`config.mk`:
```
export PLATFORM = sky130hd
export DESIGN_NAME = tcs_timer
export DESIGN_NICKNAME = d
export VERILOG_FILES = /design/src/pkg/tcs_pkg.sv /design/src/verilog/tcs_edge_sync.sv /design/src/verilog/tcs_timer.sv
export VERILOG_INCLUDE_DIRS = /design/src /design/src/pkg
export SDC_FILE = /design/constraint.sdc
export NUM_CORES = 1
export LEC_CHECK = 0
export ABC_AREA = 0
export BUFFER_PORTS_ARGS = -buffer_cell sky130_fd_sc_hd__buf_2
export CORE_ASPECT_RATIO = 1.1
export CORE_UTILIZATION = 43
export DETAILED_ROUTE_END_ITERATION = 10
export SYNTH_ARGS = -nofsm -noshare
export SYNTH_HDL_FRONTEND = slang
export SYNTH_SLANG_ARGS = --single-unit
```
`constraint.sdc`:
```
create_clock -name mclk -period 6.4 [get_ports mclk]
set_input_delay 0.64 -clock mclk [delete_from_list [all_inputs] [get_ports mclk]]
set_output_delay 0.64 -clock mclk [all_outputs]
set_load 0.01 [all_outputs]
```
`src/pkg/tcs_params.svh`:
```
`ifndef TCS_PARAMS_SVH
`define TCS_PARAMS_SVH
`define TCS_ADDR_CTRL 8'h12
`define TCS_ADDR_FLAGS 8'h13
`define TCS_ADDR_CAP_HI 8'h14
`define TCS_ADDR_CAP_LO 8'h15
`define TCS_ADDR_CMP_HI 8'h16
`define TCS_ADDR_CMP_LO 8'h17
`define TCS_ADDR_CNT_HI 8'h18
`define TCS_ADDR_CNT_LO 8'h19
`define TCS_ADDR_ALT_HI 8'h1A
`define TCS_ADDR_ALT_LO 8'h1B
`define TCS_BIT_CAP_FLAG 7
`define TCS_BIT_CMP_FLAG 6
`define TCS_BIT_OVF_FLAG 5
`define TCS_BIT_CAP_IE 7
`define TCS_BIT_CMP_IE 6
`define TCS_BIT_OVF_IE 5
`define TCS_BIT_EDGE 1
`define TCS_BIT_OLV 0
`define TCS_CNT_RESET 16'hFFFC
`define TCS_CTRL_RESET 8'h00
`define TCS_PRESCALE 4
`endif

```
`src/pkg/tcs_pkg.sv`:
```
package tcs_pkg;
   // timer state inside one counter step; counter advances on t11
   typedef enum logic [3:0] {
      TCS_T00 = 4'b0001,
      TCS_T01 = 4'b0010,
      TCS_T10 = 4'b0100,
      TCS_T11 = 4'b1000
   } tcs_phase_e;
   typedef struct packed {
      logic rd;
      logic wr;
      logic [7:0] addr;
      logic [7:0] wdata;
   } tcs_bus_s;
   typedef struct packed {
      logic cap;
      logic cmp;
      logic ovf;
   } tcs_flags_s;
endpackage : tcs_pkg

```
`src/verilog/tcs_edge_sync.sv`:
```
`timescale 1ns/10ps
`default_nettype none
module tcs_edge_sync
   import tcs_pkg::*;
(
   input wire logic mclk,
   input wire logic rst,
   input wire logic pin,
   input wire logic rising_sel,
   output logic edge_seen
);
   logic meta;
   logic sync;
   logic prev;
   wire rise = sync & ~prev;
   wire fall = ~sync & prev;
   always_ff @(posedge mclk or posedge rst) begin
      if (rst) begin
         meta <= 1'b0;
         sync <= 1'b0;
         prev <= 1'b0;
      end else begin
         meta <= pin;
         sync <= meta;
         prev <= sync;
      end
   end
   assign edge_seen = rising_sel ? rise : fall;
endmodule : tcs_edge_sync
`default_nettype wire

```
`src/verilog/tcs_timer.sv`:
```
// What this block does
// RULE1: flags in bits 7,6,5; low bits zero
// RULE2: capture edge sets capture flag, clear sequence
// RULE3: compare match sets flag, clear sequence
// RULE4: rollover sets overflow flag, clear sequence
// RULE5: software reads alternate counter for timing
// RULE6: 16-bit read-only capture latches counter
// RULE7: captured value is count plus one
// RULE8: every capture overwrites, flag notwithstanding
// RULE9: high-byte read blocks capture until low; code still loads a stop-time capture at wake while blocked
// RULE10: capture holding bits not reset
// RULE11: continual compare loads output level bit
// RULE12: high-byte write suspends compare until low
// RULE13: output level moves on every match
// RULE14: compare bytes read/write, never reset
// RULE15: software writes high, reads flags, writes low
// RULE16: wait mode keeps counting, interrupts wake
// RULE17: stop halts counter; reset presets it
// RULE18: stop-time capture edge armed, shown at wake
// RULE19: reset touches only counter and control; code also resets read-buffer valid bits, irq, rdata and stop_cap_seen
// RULE20: capture flag appears at following t11
// RULE21: compare only at t01, flag at t11
// RULE22: overflow at t11; flags read then counter low
// RULE23: counter steps every four bus clocks
// RULE24: edge select one rising, zero falling
// RULE25: alternate copy never clears overflow
// RULE26: counter presets to FFFC, read-only
// RULE27: capture pin synchronised through two stages
`timescale 1ns/10ps
`default_nettype none
`include "tcs_params.svh"
module tcs_timer
   import tcs_pkg::*;
(
   input wire logic mclk,
   input wire logic rst,
   input wire tcs_bus_s bus,
   input wire logic stop_mode,
   input wire logic capture_pin,
   output logic [7:0] rdata,
   output logic compare_pin,
   output logic irq,
   output logic [15:0] count
);
   tcs_phase_e phase;
   logic [7:0] ctrl;
   tcs_flags_s flags;
   tcs_flags_s armed;
   logic [15:0] capture_value;
   logic [15:0] compare_value;
   logic [15:0] cnt_hold;
   logic cnt_buf_valid;
   logic alt_buf_valid;
   logic [7:0] cnt_lo_buf;
   logic cap_block;
   logic cmp_block;
   logic cap_pend;
   logic cmp_pend;
   logic stop_edge;
   logic stop_cap_seen;
   logic [15:0] stop_cap_val;
   // count seen when the pin was first sampled, delayed to line up with the synchroniser
   logic [15:0] cnt_d1;
   logic [15:0] cnt_d2;

   wire run = ~stop_mode;
   wire rd_flags = (bus.rd | bus.wr) && bus.addr == `TCS_ADDR_FLAGS;
   wire rd_cap_hi = bus.rd && bus.addr == `TCS_ADDR_CAP_HI;
   wire rd_cap_lo = bus.rd && bus.addr == `TCS_ADDR_CAP_LO;
   wire rd_cmp_lo = bus.rd && bus.addr == `TCS_ADDR_CMP_LO;
   wire wr_cmp_hi = bus.wr && bus.addr == `TCS_ADDR_CMP_HI;
   wire wr_cmp_lo = bus.wr && bus.addr == `TCS_ADDR_CMP_LO;
   wire wr_ctrl = bus.wr && bus.addr == `TCS_ADDR_CTRL;
   wire rd_cnt_hi = bus.rd && bus.addr == `TCS_ADDR_CNT_HI;
   wire rd_cnt_lo = bus.rd && bus.addr == `TCS_ADDR_CNT_LO;
   wire rd_alt_hi = bus.rd && bus.addr == `TCS_ADDR_ALT_HI;
   wire rd_alt_lo = bus.rd && bus.addr == `TCS_ADDR_ALT_LO;
   wire at_t01 = phase == TCS_T01;
   wire at_t11 = phase == TCS_T11;
   wire edge_seen;
   wire cap_event = edge_seen & run & ~cap_block; // RULE9
   // edge in the window t11..t10 shows its flag at the next t11
   wire set_cap = run & at_t11 & cap_pend; // RULE20
   wire set_cmp = run & at_t11 & cmp_pend; // RULE21
   wire set_ovf = run & at_t11 & (count == 16'hFFFF); // RULE22
   wire clr_cap = armed.cap & rd_cap_lo; // RULE2
   wire clr_cmp = armed.cmp & rd_cmp_lo; // RULE3
   wire clr_ovf = armed.ovf & rd_cnt_lo; // RULE4 RULE25
   wire [15:0] count_next = count + 16'h0001;
   wire [15:0] cap_count = cnt_d2 + 16'h0001; // RULE7
   wire match = at_t01 & run & ~cmp_block & (compare_value == count); // RULE11 RULE21
   wire [7:0] flags_byte = {flags.cap, flags.cmp, flags.ovf, 5'h00}; // RULE1
   wire any_irq = (flags.cap & ctrl[`TCS_BIT_CAP_IE]) | (flags.cmp & ctrl[`TCS_BIT_CMP_IE])
                  | (flags.ovf & ctrl[`TCS_BIT_OVF_IE]); // RULE16
   logic [7:0] next_rdata;

   tcs_edge_sync u_sync (
      .mclk(mclk),
      .rst(rst),
      .pin(capture_pin), // RULE27
      .rising_sel(ctrl[`TCS_BIT_EDGE]), // RULE24
      .edge_seen(edge_seen)
   );

   always_comb begin
      unique case (bus.addr)
         `TCS_ADDR_CTRL: next_rdata = ctrl;
         `TCS_ADDR_FLAGS: next_rdata = flags_byte;
         `TCS_ADDR_CAP_HI: next_rdata = capture_value[15:8]; // RULE6
         `TCS_ADDR_CAP_LO: next_rdata = capture_value[7:0];
         `TCS_ADDR_CMP_HI: next_rdata = compare_value[15:8]; // RULE14
         `TCS_ADDR_CMP_LO: next_rdata = compare_value[7:0];
         `TCS_ADDR_CNT_HI: next_rdata = count[15:8];
         `TCS_ADDR_CNT_LO: next_rdata = cnt_buf_valid ? cnt_lo_buf : count[7:0];
         `TCS_ADDR_ALT_HI: next_rdata = count[15:8];
         `TCS_ADDR_ALT_LO: next_rdata = alt_buf_valid ? cnt_lo_buf : count[7:0];
         default: next_rdata = 8'h00;
      endcase
   end

   // prescaler phase and counter; reset presets the count
   always_ff @(posedge mclk or posedge rst) begin
      if (rst) begin
         phase <= TCS_T00;
         count <= `TCS_CNT_RESET; // RULE26 RULE17
      end else if (run) begin // RULE17 RULE16
         unique case (phase)
            TCS_T00: phase <= TCS_T01;
            TCS_T01: phase <= TCS_T10;
            TCS_T10: phase <= TCS_T11;
            TCS_T11: begin
               phase <= TCS_T00;
               count <= count_next; // RULE23
            end
         endcase
      end
   end

   // control register; reset also clears the read-buffer valid bits, irq, rdata and stop_cap_seen
   always_ff @(posedge mclk or posedge rst) begin
      if (rst) begin
         ctrl <= `TCS_CTRL_RESET; // RULE19
      end else if (wr_ctrl) begin
         ctrl <= {bus.wdata[7:5], 3'b000, bus.wdata[1:0]};
      end
   end

   // counter low-byte buffer for coherent two-byte reads
   always_ff @(posedge mclk or posedge rst) begin
      if (rst) begin
         cnt_buf_valid <= 1'b0;
         alt_buf_valid <= 1'b0;
         irq <= 1'b0;
         rdata <= 8'h00;
      end else begin
         irq <= any_irq;
         if (bus.rd)
            rdata <= next_rdata;
         if (rd_cnt_hi)
            cnt_buf_valid <= 1'b1;
         else if (rd_cnt_lo)
            cnt_buf_valid <= 1'b0;
         if (rd_alt_hi)
            alt_buf_valid <= 1'b1;
         else if (rd_alt_lo)
            alt_buf_valid <= 1'b0;
      end
   end

   always_ff @(posedge mclk) begin
      if ((rd_cnt_hi & ~cnt_buf_valid) | (rd_alt_hi & ~alt_buf_valid))
         cnt_lo_buf <= count[7:0];
   end

   // without this delay the latched count would run up to two clocks late
   always_ff @(posedge mclk) begin
      cnt_d1 <= count;
      cnt_d2 <= cnt_d1;
   end

   // flag, capture and compare state is deliberately outside reset, save stop_cap_seen
   always_ff @(posedge mclk) begin
      if (rst) begin
         stop_cap_seen <= 1'b0; // RULE18
      end else begin
         if (stop_mode & edge_seen & ~stop_cap_seen) begin
            stop_cap_seen <= 1'b1; // RULE18
            stop_cap_val <= cap_count;
         end else if (run)
            stop_cap_seen <= 1'b0;
         if (cap_event) begin
            capture_value <= cap_count; // RULE7 RULE8
            cap_pend <= 1'b1;
         end else if (run & stop_cap_seen) begin
            capture_value <= stop_cap_val; // RULE18
            cap_pend <= 1'b1;
         end else if (set_cap)
            cap_pend <= 1'b0;
         if (rd_cap_hi)
            cap_block <= 1'b1; // RULE9
         else if (rd_cap_lo)
            cap_block <= 1'b0;
         if (wr_cmp_hi) begin
            compare_value[15:8] <= bus.wdata; // RULE12
            cmp_block <= 1'b1;
         end
         if (wr_cmp_lo) begin
            compare_value[7:0] <= bus.wdata;
            cmp_block <= 1'b0;
         end
         if (match) begin
            cmp_pend <= 1'b1;
            compare_pin <= ctrl[`TCS_BIT_OLV]; // RULE13
         end else if (set_cmp)
            cmp_pend <= 1'b0;
         // set wins over a clear landing in the same cycle
         flags.cap <= set_cap | (flags.cap & ~clr_cap);
         flags.cmp <= set_cmp | (flags.cmp & ~clr_cmp);
         flags.ovf <= set_ovf | (flags.ovf & ~clr_ovf);
         if (rd_flags) begin
            armed <= flags;
         end else begin
            if (rd_cap_lo)
               armed.cap <= 1'b0;
            if (rd_cmp_lo)
               armed.cmp <= 1'b0;
            if (rd_cnt_lo)
               armed.ovf <= 1'b0;
         end
      end
   end
endmodule : tcs_timer
`default_nettype wire

```
==> flow_metrics.env <==
export IMPL_worstSkewPairLatency_ns=0.43
export IMPL_endpoint_kind="flip-flop"
export IMPL_post_dp_hpwl_um=11200
export IMPL_critical_path_max_stage_delay_ns=0.77
export IMPL_ys_seq_area_frac=0.598
export IMPL_clk_pin_slew_ns=0.06
export IMPL_grtUsageTotal=0.226
export IMPL_slew_headroom=0.288
export IMPL_wl_per_cell_um=20.9
export IMPL_drive_above_1_share=0.228
export IMPL_die_width_um=116
export IMPL_grt_pass1_vias=4089
export IMPL_rr_endpoint="capture_value[9]$_DFFE_PP_"
export IMPL_drc=0
export IMPL_vias_per_cell=5.61
export IMPL_ioPinCount=48
export IMPL_coreArea_mm2=0.0139
export IMPL_die_area_mm2=0.0148
export IMPL_cts_root_buffer="clkbuf_16"
export IMPL_final_nets=560
export IMPL_setup_worst_path_start="ctrl[1]$_DFFE_PP0P_"
export IMPL_synth_seq_cells=139
export IMPL_cts_sinks=139
export IMPL_outcome="completed"
export IMPL_first_iter_violations=369
export IMPL_arrival_ns=2.92
export IMPL_antenna_found_initial=0
export IMPL_hp_class="input pin to flip-flop"
export IMPL_yosysWarningCount=0
export IMPL_powerDensity_mw_per_mm2=305
export IMPL_placed_area_mm2=0.00650
export IMPL_grt_max_degree=45
export IMPL_rr_worst_depth=4
export IMPL_rows=45
export IMPL_globalplace_congestion=0.857
export IMPL_synthFlopType="edfxtp_1"
export IMPL_final_max_slew_viol_count=0
export IMPL_die_h_um=127
export IMPL_cts_buffer_depth=2
export IMPL_hold_buffers=0
export IMPL_ctsResizeCount=0
export IMPL_post_route_min_period_ns=2.86
export IMPL_grt_pass1_wl_um=23700
export IMPL_post_cts_buffers=0
export IMPL_final_area_mm2=0.00711
export IMPL_synth_distinct_cells=65
export IMPL_ff2ff_setup_slack_ns=3.54
export IMPL_pre_cts_ws_ns=3.13
export IMPL_grt_ovfl_total=0
export IMPL_worst_slack_ns=3.54
export IMPL_via_count=4139
export IMPL_cts_htree_levels=4
export IMPL_syn_avg_cell_area_um2=12.4
export IMPL_synth_edf_count=67
export IMPL_hold_viol_final=0
export IMPL_syn_inst=494
export IMPL_crit_required_ns=6.46
export IMPL_worstSetupPathType="flip-flop to flip-flop"
export IMPL_fillers=1260
export IMPL_irDropWorstVdd_v=0.000211
export IMPL_cts_buffers=17
export IMPL_postSynth_asyncResetShare=0.281
export IMPL_layout_cells_most_common_list="edfxtp_1, buf_2, nand2_1, dfxtp_1, mux2i_1"
export IMPL_drt_total_wl_um=15400
export IMPL_syn_area_mm2=0.00614
export IMPL_fin_setup_tns_ns=0
export IMPL_crit_slowest_cell="a211oi_4"
export IMPL_syn_to_final_growth_pct=15.8
export IMPL_cp_max_fo=19
export IMPL_maxCapViolCount=0
export IMPL_leakage_nw=2.76
export IMPL_fin_skew_ns=0.0104
export IMPL_max_freq_mhz=350
export IMPL_rsz0062_at_grt="false"
export IMPL_start_util=0.443
export IMPL_antenna_left=0
export IMPL_min_period_over_period=0.447
export IMPL_r2r_start="ctrl[1]$_DFFE_PP0P_"
export IMPL_port_buffers=47
export IMPL_final_common_cell="edfxtp_1"
export IMPL_setup_viol=0
export IMPL_cts_tree="yes"
export IMPL_dr_pass1_iters=5
export IMPL_cp_cell_sequence="or3b_4 > a211oi_4 > a21oi_1 > nor2_2"
export IMPL_start_kind="flip-flop"
export IMPL_worst_pin_slew_ns=1.07
export IMPL_endpoint="capture_value[9]$_DFFE_PP_"
export IMPL_synth_nets=518
-- critical path: cells and delay by family (launching register included) --
family,cells,cell delay (ns)
AOI/OAI and AO/OA,2,0.97
DFF,1,0.41
and+or+nand+nor,2,1.11
-- where the power goes --
part           switching [mW]  leakage (nW)  internal (mW)
Sequential             0.0536          1.33          0.977
Clock                   0.400         0.300          0.589
Combinational          0.0844          1.13         0.0669
Total                   0.538          2.76           1.63
-- per-stage QoR --
stage          utilization  instances  hold slack [ns]  power, mW
2_1_floorplan            -        494            0.310       1.14
3_3_place_gp         0.469        705            0.310       1.19
3_5_place_dp         0.469        705            0.312       1.20
4_1_cts              0.513        737            0.309       2.18
5_1_grt              0.513        737            0.312       2.25
6_report             0.513        738            0.320       2.17
-- cell families after synthesis --
group                    synth area share
AND/OR/NAND/NOR                     0.137
flip-flops                          0.598
AO/OA/AOI/OAI                      0.0809
multiplexers                       0.0875
buffers and inverters              0.0318
XOR/XNOR                           0.0614
adder cells (fa/ha/maj)           0.00408
-- flip-flops by register name, indices dropped and copies added, names as in the netlist, 3 cells and up --
signal	flops
armed	3
capture_value	16
cnt_d1	16
cnt_d2	16
cnt_lo_buf	8
compare_value	16
count	16
ctrl	5
flags	3
phase	4
rdata	8
stop_cap_val	16
-- layer usage --
layer | global-route usage | share of wire | vias up
li1 | - | - | 1923
met1 | 0.293 | 0.42 | 2004
met2 | 0.347 | 0.48 | 175
met3 | 0.0636 | 0.069 | 37
met4 | 0.115 | 0.033 | 0
met5 | 0 | 0 | -
-- Yosys cell counts (all sizes together), types with 2 or more instances --
| master | instances | area, µm² |
|---|---|---|
| nand2b | 5 | 31.3 |
| a311oi | 2 | 17.5 |
| mux2i | 27 | 270 |
| nand3 | 20 | 100 |
| inv | 20 | 75.1 |
| or3b | 2 | 20.0 |
| edfxtp | 67 | 2010 |
| or3 | 4 | 25.0 |
| nor2 | 22 | 90.1 |
| buf | 10 | 63.8 |
| mux4 | 3 | 67.6 |
| o211ai | 3 | 22.5 |
| nand4 | 10 | 62.6 |
| mux2 | 16 | 199 |
| a21o | 2 | 15.0 |
| and2 | 7 | 43.8 |
| xnor2 | 21 | 184 |
| a32oi | 2 | 17.5 |
| dfxtp | 33 | 661 |
| nand2 | 34 | 128 |
| a31oi | 5 | 31.3 |
| nor2b | 6 | 37.5 |
| nor3 | 14 | 92.6 |
| and3 | 3 | 18.8 |
| xor2 | 22 | 193 |
| or4b | 2 | 20.0 |
| dfstp | 15 | 394 |
| o31ai | 2 | 15.0 |
| dfrtp | 24 | 601 |
| o22a | 2 | 17.5 |
| o21ai | 10 | 50.0 |
| nand3b | 4 | 30.0 |
| clkbuf | 15 | 56.3 |
| a22oi | 2 | 15.0 |
| o221ai | 7 | 61.3 |
| a21oi | 8 | 40.0 |
| a2111oi | 2 | 23.8 |
| ha | 2 | 25.0 |
| and4 | 5 | 43.8 |
| nor4 | 8 | 50.1 |
| o22ai | 11 | 68.8 |
-- worst min path at each step --
| stage | from | endpoint | slack [ns] | cells after the start |
|---|---|---|---|---|
| floorplan | cnt_d1[0]$_DFF_P_ | cnt_d2[0]$_DFF_P_ | 0.31 | 0 |
| CTS | capture_pin | u_sync.meta$_DFF_PP0_ | 0.31 | 1 |
| global placement | cnt_d1[9]$_DFF_P_ | cnt_d2[9]$_DFF_P_ | 0.31 | 0 |
| detailed placement | cnt_d1[2]$_DFF_P_ | cnt_d2[2]$_DFF_P_ | 0.31 | 0 |
| finish | capture_pin | u_sync.meta$_DFF_PP0_ | 0.32 | 1 |
| global route | capture_pin | u_sync.meta$_DFF_PP0_ | 0.31 | 1 |
-- cell type report --
class	instances	area, µm²	share of cell area
timing repair buffer	48	243	0.0341
tap	188	235	0.0331
sequential	139	3670	0.516
antenna	1	2.50	0.000352
clock buffer	19	475	0.0669
clock inverter	13	126	0.0178
multi-input combinational	310	2280	0.321
inverter	20	75.1	0.0106
Power figures use the tool's default switching activity.
